`src/include/ebc_pkg.sv`:
```
// Constants, configuration structs and states of the external bus controller
package ebc_pkg;
    // Bus geometry
    localparam int ADDR_W = 24;
    localparam int DATA_W = 16;
    localparam int LO_W = 16;
    localparam int SEG_W = 8;
    localparam int NUM_WIN = 4;
    localparam int SEL_W = 3;
    localparam int CNT_W = 4;
    localparam int BASE_W = 12;
    localparam int SIZE_W = 4;
    localparam int LINES_W = 5;
    // Reference clock timing
    localparam int SYS_PERIOD_NS = 10;
    localparam int REF_PERIOD_NS = 20;
    localparam int REF_HALF_CYC =
        (REF_PERIOD_NS / 2 + SYS_PERIOD_NS - 1) / SYS_PERIOD_NS;
    localparam int DIV_W = 4;
    // Segment that holds the on-chip peripheral bus
    localparam logic [SEG_W-1:0] PBUS_SEG = 8'h20;
    // Handy fill values
    localparam logic [ADDR_W-1:0] ADDR_ONES = 24'hffffff;
    localparam logic [BASE_W-1:0] BASE_ONES = 12'hfff;
    localparam logic [CNT_W-1:0] CNT_ONE = 4'h1;
    localparam logic [CNT_W-1:0] CNT_ZERO = 4'h0;

    // Per-region bus timing, counted in reference clock periods
    typedef struct packed {
        logic [CNT_W-1:0] addr_cyc;
        logic [CNT_W-1:0] wait_cyc;
        logic [CNT_W-1:0] hold_cyc;
    } tcfg_s;

    // Per-region bus mode
    typedef struct packed {
        logic bus16;
        logic mux;
        logic rdy_en;
        logic rdy_pol;
    } fcfg_s;

    // Address window: base on A23..A12, size = ignored low base bits
    typedef struct packed {
        logic enable;
        logic [BASE_W-1:0] base;
        logic [SIZE_W-1:0] size;
    } wsel_s;

    // Access request from the program and data units
    typedef struct packed {
        logic valid;
        logic we;
        logic word;
        logic [ADDR_W-1:0] addr;
        logic [DATA_W-1:0] wdata;
    } req_s;

    typedef enum {ST_IDLE, ST_EDGE, ST_ADDR, ST_DATA, ST_HOLD, ST_PBUS}
        state_e;
endpackage

```
`src/design/bit_sync.sv`:
```
// Two-flop synchroniser for inputs arriving from outside the clock domain
`timescale 1ns/100ps
module bit_sync #(
    parameter int WIDTH = 1
) (
    input wire logic clk_sys_i,
    input wire logic reset_n_i,
    input wire logic [WIDTH-1:0] async_i,
    output logic [WIDTH-1:0] sync_o
);
    logic [WIDTH-1:0] meta_q; // First stage, read only by second stage
    logic [WIDTH-1:0] sync_q;

    // Both stages clear to zero under reset
    always_ff @(posedge clk_sys_i) begin
        if (!reset_n_i) begin
            meta_q <= '0;
            sync_q <= '0;
        end else begin
            meta_q <= async_i;
            sync_q <= meta_q;
        end
    end

    assign sync_o = sync_q;
endmodule

```
`src/design/window_match.sv`:
```
// Compares an address against one address window
`timescale 1ns/100ps
module window_match
    import ebc_pkg::*;
(
    input wire logic [ebc_pkg::BASE_W-1:0] addr_hi_i,
    input ebc_pkg::wsel_s wsel_i,
    output logic hit_o
);
    logic [BASE_W-1:0] keep; // Base bits that take part in the compare

    // Low bits given by size are ignored, the rest must equal the base
    always_comb begin
        keep = BASE_ONES << wsel_i.size;
        hit_o = wsel_i.enable &&
            (((addr_hi_i ^ wsel_i.base) & keep) == '0);
    end
endmodule

```
`src/design/ext_bus_controller.sv`:
```
// External bus controller: windows, chip selects, bus phases, peripheral bus
//
// Functional notes
// - Single-chip mode refuses external accesses.
// - Address output width selectable zero to 24.
// - Eight or sixteen bit external data bus.
// - Multiplexed or demultiplexed address and data.
// - Demux drives low address on separate lines.
// - Active segment lines selectable, shrinking space.
// - Deselected segment lines are not driven.
// - One active-low select per window plus default.
// - Timing and mode programmable per region.
// - Ready input with selectable active level.
// - Four windows, higher number wins on overlap.
// - Uncovered addresses use default region settings.
// - Only the selected region asserts its select.
// - Bus timing follows reference clock rising edge.
// - Width and multiplexing switch per access.
// - Peripheral bus accesses stay on chip, no select asserted.
// - Reserved areas become ordinary external accesses.
`timescale 1ns/100ps
module ext_bus_controller #(
    parameter int NUM_WIN = ebc_pkg::NUM_WIN
) (
    input wire logic clk_sys_i,
    input wire logic reset_n_i,
    // Configuration
    input wire logic ext_mode_i,
    input wire logic [ebc_pkg::LINES_W-1:0] addr_lines_i,
    input ebc_pkg::tcfg_s [NUM_WIN-1:0] window_timing_config_i,
    input ebc_pkg::fcfg_s [NUM_WIN-1:0] window_function_config_i,
    input ebc_pkg::wsel_s [NUM_WIN-1:0] window_address_select_i,
    input ebc_pkg::tcfg_s default_timing_config_i,
    input ebc_pkg::fcfg_s default_function_config_i,
    // Request side
    input ebc_pkg::req_s req_i,
    output logic busy_o,
    output logic ack_o,
    output logic err_o,
    output logic [ebc_pkg::DATA_W-1:0] rdata_o,
    // On-chip peripheral bus
    output logic pbus_req_o,
    output logic pbus_we_o,
    output logic [ebc_pkg::ADDR_W-1:0] pbus_addr_o,
    output logic [ebc_pkg::DATA_W-1:0] pbus_wdata_o,
    input wire logic [ebc_pkg::DATA_W-1:0] pbus_rdata_i,
    input wire logic pbus_ack_i,
    // External bus pins
    output logic bus_reference_clock_out_o,
    output logic ale_o,
    output logic rd_n_o,
    output logic wr_n_o,
    output logic [NUM_WIN:0] cs_n_o,
    output logic [ebc_pkg::DATA_W-1:0] ad_o,
    output logic ad_oe_o,
    input wire logic [ebc_pkg::DATA_W-1:0] ad_i,
    output logic [ebc_pkg::LO_W-1:0] addr_lo_o,
    output logic [ebc_pkg::LO_W-1:0] addr_lo_oe_o,
    output logic [ebc_pkg::SEG_W-1:0] seg_addr_o,
    output logic [ebc_pkg::SEG_W-1:0] seg_oe_o,
    input wire logic ready_i
);
    import ebc_pkg::*;

    // Refuse window counts the select index cannot encode
    if (NUM_WIN < 1 || NUM_WIN >= (1 << SEL_W)) begin : g_chk
        $error("NUM_WIN out of range");
    end

    // Divider state
    logic [DIV_W-1:0] div_q, div_d;
    logic ref_q, ref_d;
    logic ref_rise; // Reference clock rises at the next edge

    // Access state
    state_e state_q, state_d;
    logic [CNT_W-1:0] cnt_q, cnt_d; // Phase length counter
    req_s cur_q, cur_d; // Latched access
    logic [SEL_W-1:0] sel_q, sel_d; // Region: 0 default, i+1 window
    logic hi_q, hi_d; // Second byte of a split word
    logic busy_q, busy_d;
    logic ack_q, ack_d;
    logic err_q, err_d;
    logic [DATA_W-1:0] rdata_q, rdata_d;
    logic pbus_req_q, pbus_req_d;
    logic cap_q, cap_d; // Read data is due from the pin synchroniser

    // Pin registers
    logic ale_q, ale_d;
    logic rd_n_q, rd_n_d;
    logic wr_n_q, wr_n_d;
    logic [NUM_WIN:0] cs_n_q, cs_n_d;
    logic [DATA_W-1:0] ad_q, ad_d;
    logic ad_oe_q, ad_oe_d;
    logic [LO_W-1:0] lo_q, lo_d;
    logic [LO_W-1:0] lo_oe_q, lo_oe_d;
    logic [SEG_W-1:0] seg_q, seg_d;
    logic [SEG_W-1:0] seg_oe_q, seg_oe_d;

    // Decode helpers
    logic [NUM_WIN-1:0] hit; // Window hits for the incoming address
    logic [SEL_W-1:0] win_sel; // Prioritised region of the request
    logic pbus_hit;
    tcfg_s all_t [NUM_WIN+1];
    fcfg_s all_f [NUM_WIN+1];
    tcfg_s t_cfg; // Timing of the running access
    fcfg_s f_cfg; // Mode of the running access
    fcfg_s f_nxt; // Mode of the access after this edge
    logic split; // Word access on an eight-bit bus
    logic rdy_ok;
    logic [ADDR_W-1:0] amask; // Enabled address lines
    logic [ADDR_W-1:0] baddr; // Address placed on the pins
    logic [DATA_W-1:0] wlane; // Write data placed on the pins
    logic [DATA_W:0] pin_sync; // Synchronised {ready, data}
    logic [DATA_W-1:0] ad_sync;
    logic rdy_sync;

    // Pin inputs pass two flops before use
    bit_sync #(.WIDTH(DATA_W + 1)) u_pin_sync (
        .clk_sys_i(clk_sys_i),
        .reset_n_i(reset_n_i),
        .async_i({ready_i, ad_i}),
        .sync_o(pin_sync)
    );
    assign ad_sync = pin_sync[DATA_W-1:0];
    assign rdy_sync = pin_sync[DATA_W];

    // One comparator per window
    for (genvar i = 0; i < NUM_WIN; i++) begin : g_win
        window_match u_match (
            .addr_hi_i(req_i.addr[ADDR_W-1 -: BASE_W]),
            .wsel_i(window_address_select_i[i]),
            .hit_o(hit[i])
        );
    end

    // Region table, index 0 is the default region
    always_comb begin
        all_t[0] = default_timing_config_i;
        all_f[0] = default_function_config_i;
        for (int i = 0; i < NUM_WIN; i++) begin
            all_t[i+1] = window_timing_config_i[i];
            all_f[i+1] = window_function_config_i[i];
        end
    end

    // Highest numbered hitting window wins, none hit means default
    always_comb begin
        win_sel = '0;
        for (int i = 0; i < NUM_WIN; i++) begin
            if (hit[i]) begin
                win_sel = SEL_W'(i + 1);
            end
        end
    end

    // Only the peripheral segment stays inside; reserved areas go out
    assign pbus_hit = (req_i.addr[ADDR_W-1 -: SEG_W] == PBUS_SEG);

    // Reference clock divider, next and registered values
    always_comb begin
        ref_d = ref_q;
        div_d = div_q + DIV_W'(1);
        if (div_q == DIV_W'(REF_HALF_CYC - 1)) begin
            div_d = '0;
            ref_d = !ref_q;
        end
        ref_rise = !ref_q && (div_q == DIV_W'(REF_HALF_CYC - 1));
    end

    always_ff @(posedge clk_sys_i) begin
        if (!reset_n_i) begin
            div_q <= '0;
            ref_q <= 1'b0;
        end else begin
            div_q <= div_d;
            ref_q <= ref_d;
        end
    end

    // Settings of the running access
    assign t_cfg = all_t[sel_q];
    assign f_cfg = all_f[sel_q];
    assign split = !f_cfg.bus16 && cur_q.word;
    assign rdy_ok = !f_cfg.rdy_en || (rdy_sync == f_cfg.rdy_pol);

    // Access sequencer and pin values
    always_comb begin
        state_d = state_q;
        cnt_d = cnt_q;
        cur_d = cur_q;
        sel_d = sel_q;
        hi_d = hi_q;
        rdata_d = rdata_q;
        ack_d = 1'b0;
        err_d = 1'b0;
        pbus_req_d = pbus_req_q;
        cap_d = 1'b0;
        case (state_q)
            ST_IDLE: begin
                // Take a new request and pick its region
                if (req_i.valid) begin
                    cur_d = req_i;
                    sel_d = win_sel;
                    hi_d = 1'b0;
                    if (pbus_hit) begin
                        state_d = ST_PBUS;
                        pbus_req_d = 1'b1;
                    end else if (!ext_mode_i) begin
                        ack_d = 1'b1;
                        err_d = 1'b1;
                        rdata_d = '0;
                    end else begin
                        state_d = ST_EDGE;
                    end
                end
            end
            ST_EDGE: begin
                // Wait for a reference clock rising edge
                if (ref_rise) begin
                    state_d = ST_ADDR;
                    cnt_d = t_cfg.addr_cyc;
                end
            end
            ST_ADDR: begin
                // Address phase
                if (ref_rise) begin
                    if (cnt_q == CNT_ZERO) begin
                        state_d = ST_DATA;
                        cnt_d = t_cfg.wait_cyc;
                    end else begin
                        cnt_d = cnt_q - CNT_ONE;
                    end
                end
            end
            ST_DATA: begin
                // Programmed waits, then ready decides
                if (ref_rise) begin
                    if (cnt_q != CNT_ZERO) begin
                        cnt_d = cnt_q - CNT_ONE;
                    end else if (rdy_ok) begin
                        state_d = ST_HOLD;
                        cnt_d = t_cfg.hold_cyc;
                        cap_d = !cur_q.we;
                    end
                end
            end
            ST_HOLD: begin
                // Synchronised pins lag two edges, so the strobe data
                // is only visible one edge after the data phase ends
                if (cap_q) begin
                    if (!f_cfg.bus16) begin
                        rdata_d = hi_q ?
                            {ad_sync[7:0], rdata_q[7:0]} :
                            {8'h00, ad_sync[7:0]};
                    end else if (cur_q.word) begin
                        rdata_d = ad_sync;
                    end else begin
                        rdata_d = cur_q.addr[0] ?
                            {8'h00, ad_sync[15:8]} :
                            {8'h00, ad_sync[7:0]};
                    end
                end
                // Hold phase, then second byte or finish
                if (ref_rise) begin
                    if (cnt_q != CNT_ZERO) begin
                        cnt_d = cnt_q - CNT_ONE;
                    end else if (split && !hi_q) begin
                        hi_d = 1'b1;
                        state_d = ST_ADDR;
                        cnt_d = t_cfg.addr_cyc;
                    end else begin
                        state_d = ST_IDLE;
                        ack_d = 1'b1;
                    end
                end
            end
            ST_PBUS: begin
                // Peripheral bus holds the request until it answers
                if (pbus_ack_i) begin
                    pbus_req_d = 1'b0;
                    rdata_d = pbus_rdata_i;
                    ack_d = 1'b1;
                    state_d = ST_IDLE;
                end
            end
            default: begin
                state_d = ST_IDLE;
            end
        endcase
        busy_d = (state_d != ST_IDLE);

        // Pin values that go with the next state
        f_nxt = all_f[sel_d];
        amask = ~(ADDR_ONES << addr_lines_i);
        baddr = {cur_d.addr[ADDR_W-1:1], cur_d.addr[0] | hi_d};
        if (!f_nxt.bus16) begin
            wlane = hi_d ? {8'h00, cur_d.wdata[15:8]} :
                {8'h00, cur_d.wdata[7:0]};
        end else if (cur_d.word) begin
            wlane = cur_d.wdata;
        end else begin
            wlane = {cur_d.wdata[7:0], cur_d.wdata[7:0]};
        end
        cs_n_d = '1;
        ale_d = 1'b0;
        rd_n_d = 1'b1;
        wr_n_d = 1'b1;
        ad_d = '0;
        ad_oe_d = 1'b0;
        lo_d = '0;
        lo_oe_d = '0;
        seg_d = '0;
        seg_oe_d = '0;
        if (state_d == ST_ADDR || state_d == ST_DATA ||
                state_d == ST_HOLD) begin
            cs_n_d[sel_d] = 1'b0;
            seg_d = baddr[ADDR_W-1 -: SEG_W] & amask[ADDR_W-1 -: SEG_W];
            seg_oe_d = amask[ADDR_W-1 -: SEG_W];
            if (!f_nxt.mux) begin
                lo_d = baddr[LO_W-1:0] & amask[LO_W-1:0];
                lo_oe_d = amask[LO_W-1:0];
            end
        end
        if (state_d == ST_ADDR) begin
            ale_d = 1'b1;
            if (f_nxt.mux) begin
                ad_d = baddr[LO_W-1:0] & amask[LO_W-1:0];
                ad_oe_d = 1'b1;
            end
        end else if (state_d == ST_DATA || state_d == ST_HOLD) begin
            ad_d = cur_d.we ? wlane : '0;
            ad_oe_d = cur_d.we;
            rd_n_d = !(state_d == ST_DATA && !cur_d.we);
            wr_n_d = !(state_d == ST_DATA && cur_d.we);
        end
    end

    // Registers of the sequencer and the pins
    always_ff @(posedge clk_sys_i) begin
        if (!reset_n_i) begin
            state_q <= ST_IDLE;
            cnt_q <= '0;
            cur_q <= '0;
            sel_q <= '0;
            hi_q <= 1'b0;
            busy_q <= 1'b0;
            ack_q <= 1'b0;
            err_q <= 1'b0;
            rdata_q <= '0;
            pbus_req_q <= 1'b0;
            cap_q <= 1'b0;
            ale_q <= 1'b0;
            rd_n_q <= 1'b1;
            wr_n_q <= 1'b1;
            cs_n_q <= '1;
            ad_q <= '0;
            ad_oe_q <= 1'b0;
            lo_q <= '0;
            lo_oe_q <= '0;
            seg_q <= '0;
            seg_oe_q <= '0;
        end else begin
            state_q <= state_d;
            cnt_q <= cnt_d;
            cur_q <= cur_d;
            sel_q <= sel_d;
            hi_q <= hi_d;
            busy_q <= busy_d;
            ack_q <= ack_d;
            err_q <= err_d;
            rdata_q <= rdata_d;
            pbus_req_q <= pbus_req_d;
            cap_q <= cap_d;
            ale_q <= ale_d;
            rd_n_q <= rd_n_d;
            wr_n_q <= wr_n_d;
            cs_n_q <= cs_n_d;
            ad_q <= ad_d;
            ad_oe_q <= ad_oe_d;
            lo_q <= lo_d;
            lo_oe_q <= lo_oe_d;
            seg_q <= seg_d;
            seg_oe_q <= seg_oe_d;
        end
    end

    // Outputs straight from flops
    assign busy_o = busy_q;
    assign ack_o = ack_q;
    assign err_o = err_q;
    assign rdata_o = rdata_q;
    assign pbus_req_o = pbus_req_q;
    assign pbus_we_o = cur_q.we;
    assign pbus_addr_o = cur_q.addr;
    assign pbus_wdata_o = cur_q.wdata;
    assign bus_reference_clock_out_o = ref_q;
    assign ale_o = ale_q;
    assign rd_n_o = rd_n_q;
    assign wr_n_o = wr_n_q;
    assign cs_n_o = cs_n_q;
    assign ad_o = ad_q;
    assign ad_oe_o = ad_oe_q;
    assign addr_lo_o = lo_q;
    assign addr_lo_oe_o = lo_oe_q;
    assign seg_addr_o = seg_q;
    assign seg_oe_o = seg_oe_q;

    logic take_ext; // External request taken this cycle
    assign take_ext = (state_q == ST_IDLE) && req_i.valid && !pbus_hit;
endmodule

```
`config.mk`:
```
export PLATFORM = sky130hd
export DESIGN_NAME = ext_bus_controller
export DESIGN_NICKNAME = d
export VERILOG_FILES = /design/src/include/ebc_pkg.sv /design/src/design/bit_sync.sv /design/src/design/window_match.sv /design/src/design/ext_bus_controller.sv
export SDC_FILE = /design/constraint.sdc
export NUM_CORES = 1
export LEC_CHECK = 0
export BUFFER_PORTS_ARGS = -buffer_cell sky130_fd_sc_hd__buf_4
export CAP_MARGIN = 20
export CORE_AREA = 2 2 143 145
export CTS_CLUSTER_SIZE = 24
export DETAILED_ROUTE_END_ITERATION = 7
export DIE_AREA = 0 0 145 147
export GPL_TIMING_DRIVEN = 0
export PLACE_DENSITY = 0.8
export SYNTH_ARGS = -nofsm -noshare
export SYNTH_HDL_FRONTEND = slang
export SYNTH_SLANG_ARGS = --single-unit
```
`constraint.sdc`:
```
create_clock -name clk_sys_i -period 8.3 [get_ports clk_sys_i]
set_clock_uncertainty 0.2 [all_clocks]
set_input_delay 0.83 -clock clk_sys_i [delete_from_list [all_inputs] [get_ports clk_sys_i]]
set_output_delay 0.83 -clock clk_sys_i [all_outputs]
set_load 0.03 [all_outputs]
```
==> run metrics, run 1 <==
status finished, final reports clean; Max Cap Viol 0; Synth async-reset ratio 0%; Slew @ Worst Pin 0.980 ns; clk sinks 215; Worst setup EP type flop; Total GRT Usage 29.2%; Avg Inst Size Synth 9.23 sq um; Leak 5.80 nW; area delta synth->final 39.2%; Clock transition at path regs 0.06 ns; initial DRC count 562; fill count 1648; Rows 52; die height 147 microns; Tmin final 4.15 ns; period utilisation layout 50.0%; worst skew pair latency 0.50 ns; Max IR drop VDD 0.167 mV; final setup vio count 0; # port buffers 349; HPWL after detailed placement 25300 microns; Hold Path Depth 1; placed instance area 12800 sq um; H-tree depth 1; sequential-to-total area share from yosys stat 44.1%; Antenna Nets Post-Route 0; CTS Buffer Depth 3; max_slew headroom 34.2%; TritonCTS Buffers 22; Cell Chain, Critical Path buf_2, xnor2_1, o221a_1, o31ai_1, nor4_1, nor4_2, nor2_1, o21ai_1, a21o_1, o32ai_1; Mapped Area 9750 sq um; largest net degree at the start of global routing 16; num ports 368; worst hold path class reg -> reg; Syn. warnings 0; CP peak stage delay 0.79 ns; Setup TNS Final 0 ns; most frequent cells in the layout buf_4, dfxtp_1, nor2_1; initial antenna violation count 0; postcts setup bufs 0; Worst Hold Slack 0.231 ns; vias in the first global route 9033; cts hold-fix bufs 0; WHS Endpoint u_pin_sync.sync_o[15]; first drt pass iteration count 5; Setup CP Type reg -> reg; drt wl/cell 18.5 microns; most common cell after layout, fill and taps aside buf_4; EDFF count, synth 0; flop-to-flop setup slack 4.15 ns; pwr/cell area 168 nW/um^2; Bufs and invs on worst path 1; CP top delay family compound AO/OA/AOI/OAI gates; antenna cell count 0; Root Buffer clkbuf_16; Avg Vias per Cell 5.36; Core ar. 19800 sq um; total congestion overflow 0; R2R depth 10; initial core utilization 49.1%; worst hold start u_pin_sync.meta_q[15]; Req. time, crit path 8.43 ns; reg2reg start u_pin_sync.sync_o[16]; CTS tree done; Die W 145 microns; Final Cell Area 13600 sq um; CP max-delay cell o31ai_1; maximum fanout along the worst path 10; Post-Route WL 32300 microns; #FFs+latches synth 215; Register Area 4300 sq um; layout cell share with drive strength beyond 1 34.1%; synth unique cells 82; Top FF cell, synth dfxtp_1; first-pass GRT wire length 49800 microns; RSZ-0062 raised after global routing false; fmax 241 MHz; Nets 1694; DR vias 9343; Slew Viols, Final 0; GPL Wtd Cong 0.926; reg-to-reg critical path endpoint ad_o[9]; critical path startpoint category flop; post-synthesis instance total 1056; full die area 21300 sq um; DRC 0; crit path DAT 4.28 ns; CTS resizes 0; area of the multi-input gates 4900 sq um; Final Hold Fails 0
==> layer usage <==
metal	share of wire [%]	routed length, microns	vias up	global-route usage, %
li1	-	-	4463	-
met1	40	13100	4411	36.3
met2	49	15900	406	51.7
met3	7.2	2320	63	5.37
met4	3.0	964	0	8.86
met5	0	0	-	0
==> area by class of cell <==
| cell class | count | area share [%] |
|---|---|---|
| Multi-Input combinational cell | 743 | 36.1 |
| Sequential cell | 215 | 31.7 |
| Timing Repair Buffer | 349 | 19.3 |
| Clock buffer | 30 | 4.73 |
| Buffer | 107 | 4.29 |
| Tap cell | 270 | 2.49 |
| Clock inverter | 10 | 0.885 |
| Inverter | 19 | 0.525 |
==> power by group <==
| part | internal [mW] | leakage, nW | switching (mW) |
|---|---|---|---|
| Clock | 0.609 | 0.369 | 0.417 |
| Sequential | 1.05 | 1.75 | 0.00515 |
| Combinational | 0.113 | 3.68 | 0.0952 |
==> registers in the layout (all words and copies together), names as in the netlist, 5 cells and up <==
name	cells
state_q	32
pbus_addr_o	24
u_pin_sync.meta_q	17
u_pin_sync.sync_o	17
ad_o	16
addr_lo_o	16
addr_lo_oe_o	16
pbus_wdata_o	16
rdata_o	16
seg_addr_o	8
seg_oe_o	8
cs_n_o	5
==> worst max path at each step <==
stage | from | to | slack [ns] | cells after the start
2_1_floorplan | req_i[31] | ad_o[0] | 4.79 | 10
3_3_place_gp | window_function_config_i[0] | ad_o[8] | 3.85 | 10
3_5_place_dp | window_function_config_i[0] | ad_o[8] | 3.80 | 10
4_1_cts | sel_q[0] | ad_o[9] | 4.23 | 9
5_1_grt | sel_q[0] | ad_o[9] | 3.93 | 9
6_report | u_pin_sync.sync_o[16] | ad_o[9] | 4.15 | 10
==> metrics by stage <==
step                      power, mW  worst slack (ns)  utilization [%]  std cells
after global routing           2.36              3.93             68.4       1743
after CTS                      2.30              4.23             68.4       1743
after global placement         1.28              3.85             64.6       1703
final                          2.29              4.15             68.4       1743
after floorplan                1.16              4.79                -       1084
after detailed placement       1.28              3.80             64.6       1703
==> cells by family after synthesis <==
group,synth area share [%]
XOR/XNOR,4.94
AND/OR/NAND/NOR,18.2
adder cells (fa/ha/maj),0.513
other,0.0385
buffers and inverters,6.70
AO/OA/AOI/OAI,16.2
multiplexers,9.29
flip-flops,44.1
==> synth_stat cells, types with 26 or more instances <==
| cell type | instances | share of area, % |
|---|---|---|
| xnor2_1 | 26 | 2.3 |
| nor2_1 | 107 | 4.1 |
| nor3_1 | 28 | 1.4 |
| nand2_1 | 86 | 3.3 |
| a21oi_1 | 80 | 4.1 |
| buf_4 | 40 | 3.1 |
| xor2_1 | 29 | 2.6 |
| dfxtp_1 | 215 | 44 |
| clkbuf_1 | 40 | 1.5 |
| o21ai_0 | 29 | 1.5 |
| and2_1 | 41 | 2.6 |
| mux2i_1 | 43 | 4.4 |
==> worst reg2reg max path: cells and delay by family (launching register included) <==
family	cells	cell delay [ns]
AO/OA/AOI/OAI	5	2.48
XOR/XNOR	1	0.09
buffers and inverters	1	0.21
flip-flops	1	0.36
AND/OR/NAND/NOR	3	0.64
(Power assumes the default switching activity.)
==> inputs of run 2 (changes only) <==
--- a/config.mk
+++ b/config.mk
@@ -5,14 +5,15 @@
 export SDC_FILE = /design/constraint.sdc
 export NUM_CORES = 1
 export LEC_CHECK = 0
+export ABC_AREA = 1
 export BUFFER_PORTS_ARGS = -buffer_cell sky130_fd_sc_hd__buf_4
 export CAP_MARGIN = 20
-export CORE_AREA = 2 2 143 145
+export CORE_ASPECT_RATIO = 0.9
+export CORE_UTILIZATION = 51
 export CTS_CLUSTER_SIZE = 24
 export DETAILED_ROUTE_END_ITERATION = 7
-export DIE_AREA = 0 0 145 147
 export GPL_TIMING_DRIVEN = 0
-export PLACE_DENSITY = 0.8
+export PLACE_DENSITY = 0.81
 export SYNTH_ARGS = -nofsm -noshare
 export SYNTH_HDL_FRONTEND = slang
 export SYNTH_SLANG_ARGS = --single-unit
==> constraint.sdc (replaced) <==
create_clock -name clk_sys_i -period 3.97 [get_ports clk_sys_i]
set_clock_uncertainty 0.2 [all_clocks]
set_input_delay 0.397 -clock clk_sys_i [delete_from_list [all_inputs] [get_ports clk_sys_i]]
set_output_delay 0.397 -clock clk_sys_i [all_outputs]
set_load 0.03 [all_outputs]
==> run metrics, run 2 <==
Avg Vias per Cell 5.16; CTS Buffer Depth 3; status finished, final reports clean; antenna cell count 0; Die W 157 microns; Final Hold Fails 0; Top reg by flops state_q; initial core utilization 52.5%; layout cell share with drive strength beyond 1 27.8%; Synth async-reset ratio 0%; # port buffers 354; top-count cell post-synth nand2_1; CTS tree done; RSZ-0062 raised after global routing false; postcts setup bufs 0; Post-Route WL 39200 microns; Slew Viols, Final 0; TritonCTS Buffers 21; Max Cap Viol 0; crit path DAT 3.28 ns; period utilisation layout 78.3%; post-synth top area cell dfxtp_1; Placed Cells 2223; area delta synth->final 37.2%; die height 142 microns; pwr/cell area 312 nW/um^2; max reg flops 32; Total GRT Usage 34.4%; most common cell after layout, fill and taps aside buf_4; critical path startpoint category flop; H-tree depth 1; Most Frequent Cell on Critical Path nand2_1; Top FF cell, synth dfxtp_1; first-pass GRT wire length 59500 microns; Max IR drop VDD 0.282 mV; CP peak stage delay 0.40 ns; first drt pass iteration count 6; clk sinks 215; Leak 7.71 nW; post-synthesis instance total 1555; synth unique cells 52; EDFF count, synth 0; Worst setup EP type flop; Synth top area share 39.0%; Avg Inst Size Synth 7.10 sq um; Tmin final 3.11 ns; full die area 22200 sq um; worst skew pair latency 0.49 ns; Rows 50; GPL Wtd Cong 0.985; DRC 0; Nets 2226; Req. time, crit path 4.15 ns; top post-synthesis cells by count nand2_1, dfxtp_1, nor2_1; maximum fanout along the worst path 10; Core ar. 21000 sq um; Root Buffer clkbuf_16; DR vias 11800; HPWL after detailed placement 29800 microns; initial antenna violation count 0; max_slew headroom 32.1%; Tot Pwr 4.72 mW; sequential-to-total area share from yosys stat 39.0%; Syn. warnings 0; worst hold path class in -> reg; #FFs+latches synth 215; largest net degree at the start of global routing 16; Setup TNS Final 0 ns; fmax 322 MHz; top post-synthesis cells by area dfxtp_1, nand2_1, nor2_1; most frequent cells in the layout buf_4, nand2_1, dfxtp_1; total congestion overflow 0; Antenna Nets Post-Route 0; Cell Chain, Critical Path inv_1, ha_1, nand2_1, nor2_1, inv_1, nor2_1, nand2_1, inv_2, nand2_1, nand2_1, nand2_1, o21ai_2, nand3_4, nand2_2, clkinv_2, nand2_1, nand2_4, nand4_4, buf_6, nor2_4; num ports 368; Mapped Area 11000 sq um; initial DRC count 901; Clock transition at path regs 0.06 ns; Slew @ Worst Pin 1.01 ns; Setup CP Type reg -> reg; CP max-delay cell nor2_1; final cell count without fillers 2288; drt wl/cell 17.1 microns; final setup vio count 0; vias in the first global route 11300
run 2: cell types whose count changed after synthesis, sizes merged, moves of 33 or more:
| cell | before | now |
|---|---|---|
| and2 | 42 | 9 |
| nand2 | 86 | 396 |
| nor2 | 108 | 218 |
| inv | 19 | 188 |
| nand3 | 16 | 127 |
| o21ai | 33 | 70 |
run 2: worst max-delay path, delay by kind of cell (launching register included):
| kind | cells | cell delay [ns] |
|---|---|---|
| AOI/OAI and AO/OA | 1 | 0.08 |
| and+or+nand+nor | 13 | 1.55 |
| DFF | 1 | 0.33 |
| buffers and inverters | 5 | 0.69 |
| adders and majority gates | 1 | 0.14 |
run 2: kinds of logic after synthesis:
logic type	share of synthesized area [%]
multiplexers	1.81
adder cells (fa/ha/maj)	0.453
XOR/XNOR	2.30
buffers and inverters	12.1
AO/OA/AOI/OAI	11.4
other	0.0340
AND/OR/NAND/NOR	32.9
flip-flops	39.0
run 2: timing repair:
item / 4_1_cts / 5_1_grt
endpoints found under the hold margin: 29 / 0
hold buffers: 29 / 0
resized for setup: 0 / 0
run 2: metal layers:
| metal | share of wire, % | track usage, % | up-vias |
|---|---|---|---|
| met4 | 4.2 | 13.6 | 0 |
| met2 | 47 | 58.7 | 552 |
| met1 | 40 | 42.1 | 5399 |
| met5 | 0 | 0 | - |
| met3 | 8.5 | 7.54 | 120 |
| li1 | - | - | 5742 |
run 2: report_power, final:
group	leakage [nW]	internal, mW	switching [mW]
clock	0.348	1.19	0.826
sequential	1.75	2.19	0.0127
combinational	5.61	0.243	0.255
total	7.71	3.63	1.09
run 2: final cells by class:
cell class	count	area, sq um
Clock inverter	9	101
Clock buffer	27	598
Tap cell	286	358
Sequential cell	215	4300
Buffer	102	612
Multi-Input combinational cell	1074	5500
Inverter	192	723
Timing Repair Buffer	383	2950
Fill cell	1703	5870
run 2: per-stage QoR:
| stage | util, % | worst slack [ns] | hold slack, ns | instance area, sq um |
|---|---|---|---|---|
| after floorplan | - | 1.49 | 0.190 | 11100 |
| after global placement | 67.4 | 0.927 | 0.192 | 14200 |
| after detailed placement | 67.4 | 0.843 | 0.197 | 14200 |
| after CTS | 72.1 | 0.839 | 0.00566 | 15100 |
| after global routing | 72.1 | 0.556 | 0.0195 | 15100 |
| final | 72.1 | 0.863 | 0.0192 | 15100 |
run 2: path summary, 6_finish.rpt:
kind | from | to | slack [ns] | depth (start not counted)
setup / recovery | div_q[0] | addr_lo_o[3] | 0.86 | 20
hold / removal | req_i[14] | pbus_wdata_o[14] | 0.02 | 3
setup reg to reg | div_q[0] | addr_lo_o[3] | 0.86 | 20
hold reg to reg | u_pin_sync.meta_q[16] | u_pin_sync.sync_o[16] | 0.21 | 2
==> inputs of run 3 (changes only) <==
==> constraint.sdc (replaced) <==
create_clock -name clk_sys_i -period 3 [get_ports clk_sys_i]
set_clock_uncertainty 0.2 [all_clocks]
set_input_delay 0.3 -clock clk_sys_i [delete_from_list [all_inputs] [get_ports clk_sys_i]]
set_output_delay 0.3 -clock clk_sys_i [all_outputs]
set_load 0.03 [all_outputs]
==> run metrics, run 3 (synthesized netlist as in run 2, its figures left out) <==
Leak 8.05 nW; vias in the first global route 11700; DRC 0; Rows 50; CP peak stage delay 0.30 ns; Clock transition at path regs 0.06 ns; drt wl/cell 17.9 microns; antenna cell count 0; worst hold path class in -> reg; max_slew headroom 30.2%; reg-to-reg critical path endpoint ad_o[3]; period utilisation layout 97.1%; Final Cell Area 15900 sq um; initial DRC count 1011; Cell Chain, Critical Path nor2_1, nand2_1, nor2_4, nand3_2, nor2_4, nand2_4, buf_2, clkbuf_4, buf_4, mux2i_1, nor2_1, nand3_1, a21oi_1; pwr/cell area 398 nW/um^2; reg2reg start state_q[11]; area of the multi-input gates 5620 sq um; Antenna Nets Post-Route 0; total congestion overflow 0; Max Cap Viol 0; final setup vio count 0; status finished, final reports clean; fmax 343 MHz; worst skew pair latency 0.49 ns; most frequent cells in the layout buf_4, nand2_1, dfxtp_1; Worst path depth 13; # port buffers 354; area delta synth->final 44.0%; CP startpoint state_q[11]; num ports 368; initial core utilization 52.5%; first-pass GRT wire length 61400 microns; DR vias 12400; CTS tree done; Tmin final 2.91 ns; Root Buffer clkbuf_16; placed instance area 14200 sq um; maximum fanout along the worst path 10; die height 142 microns; RSZ-0062 raised after global routing true; first drt pass iteration count 6; final cell count without fillers 2347; Max IR drop VDD 0.371 mV; met3 Resource Use GR 7.88%; Req. time, crit path 3.21 ns; Placed Cells 2223; TritonCTS Buffers 21; Bufs and invs on worst path 3; Post-Route WL 42000 microns; Tot Pwr 6.33 mW; HPWL after detailed placement 29800 microns; CP top delay family simple AND/OR/NAND/NOR gates; Worst setup EP type flop; Top reg by flops state_q; layer with the highest usage met2; crit path capture ad_o[3]; GPL Wtd Cong 0.985; met1 global-route usage 43.2%; flop-to-flop setup slack 0.09 ns; initial antenna violation count 0; CP max-delay cell dfxtp_1; Register Area 4300 sq um; clk sinks 215; most common cell after layout, fill and taps aside buf_4; Setup CP Type reg -> reg; Total GRT Usage 35.5%; max reg flops 32; full die area 22200 sq um; Final Hold Fails 0; Slew Viols, Final 0; layout cell share with drive strength beyond 1 29.5%; critical path startpoint category flop; fill count 1564; largest net degree at the start of global routing 20; Final Core Density 75.6%; R2R depth 13; Die W 157 microns; CTS Buffer Depth 3; GR Util met2 61.0%; H-tree depth 1; crit path DAT 3.13 ns; Core ar. 21000 sq um; Nets 2285; Avg Vias per Cell 5.26; Slew @ Worst Pin 1.04 ns
## run 3: final cells by class
cell class,instances,area share [%]
Tap cell,286,2.25
Clock inverter,9,0.637
Clock buffer,27,3.76
Timing Repair Buffer,442,22.2
Sequential cell,215,27.1
Inverter,192,4.60
Multi-Input combinational cell,1075,35.4
Buffer,101,4.08
## run 3: timing repair
item,4_1_cts,5_1_grt
resized for setup,1,47
endpoints found under the setup margin,41,68
hold buffers,61,0
pin swaps,0,14
gates cloned,0,4
buffers inserted,0,24
endpoints found under the hold margin,65,0
## run 3: worst reg2reg max path, delay by kind of cell (launching register included)
family,cells,cell delay [ns]
and+or+nand+nor,8,1.28
buffers and inverters,3,0.74
DFF,1,0.30
muxes,1,0.17
AOI/OAI and AO/OA,1,0.16
## run 3: metal layers
layer	wire length, microns	vias up	share of wire, %
li1	-	5882	-
met1	16400	5689	39
met2	19900	624	47
met3	3730	155	8.9
met4	2030	0	4.8
met5	0	-	0
## run 3: worst min-delay path by stage
stage / startpoint / endpoint / slack [ns] / cells after the start
after global placement: u_pin_sync.meta_q[12] / u_pin_sync.sync_o[12] / 0.19 / 2
after global routing: pbus_rdata_i[5] / rdata_o[5] / 0.04 / 4
after CTS: pbus_rdata_i[2] / rdata_o[2] / 0.006 / 4
final: pbus_rdata_i[2] / rdata_o[2] / 0.03 / 4
after floorplan: u_pin_sync.meta_q[0] / u_pin_sync.sync_o[0] / 0.19 / 2
after detailed placement: u_pin_sync.meta_q[16] / u_pin_sync.sync_o[16] / 0.20 / 2
## run 3: where the power goes
group / switching [mW] / total [mW] / internal, mW
Sequential: 0.0176 / 2.91 / 2.90
Combinational: 0.361 / 0.720 / 0.359
Clock: 1.11 / 2.69 / 1.58
Total: 1.49 / 6.33 / 4.84
## run 3: metrics by stage
stage	setup slack, ns	TNS, ns	hold WS (ns)
final	0.0860	0	0.0255
after global routing	-0.0710	-0.583	0.0413
after global placement	-0.0432	-0.689	0.192
after detailed placement	-0.127	-4.42	0.197
after floorplan	0.524	0	0.190
after CTS	0.0219	0	0.00625
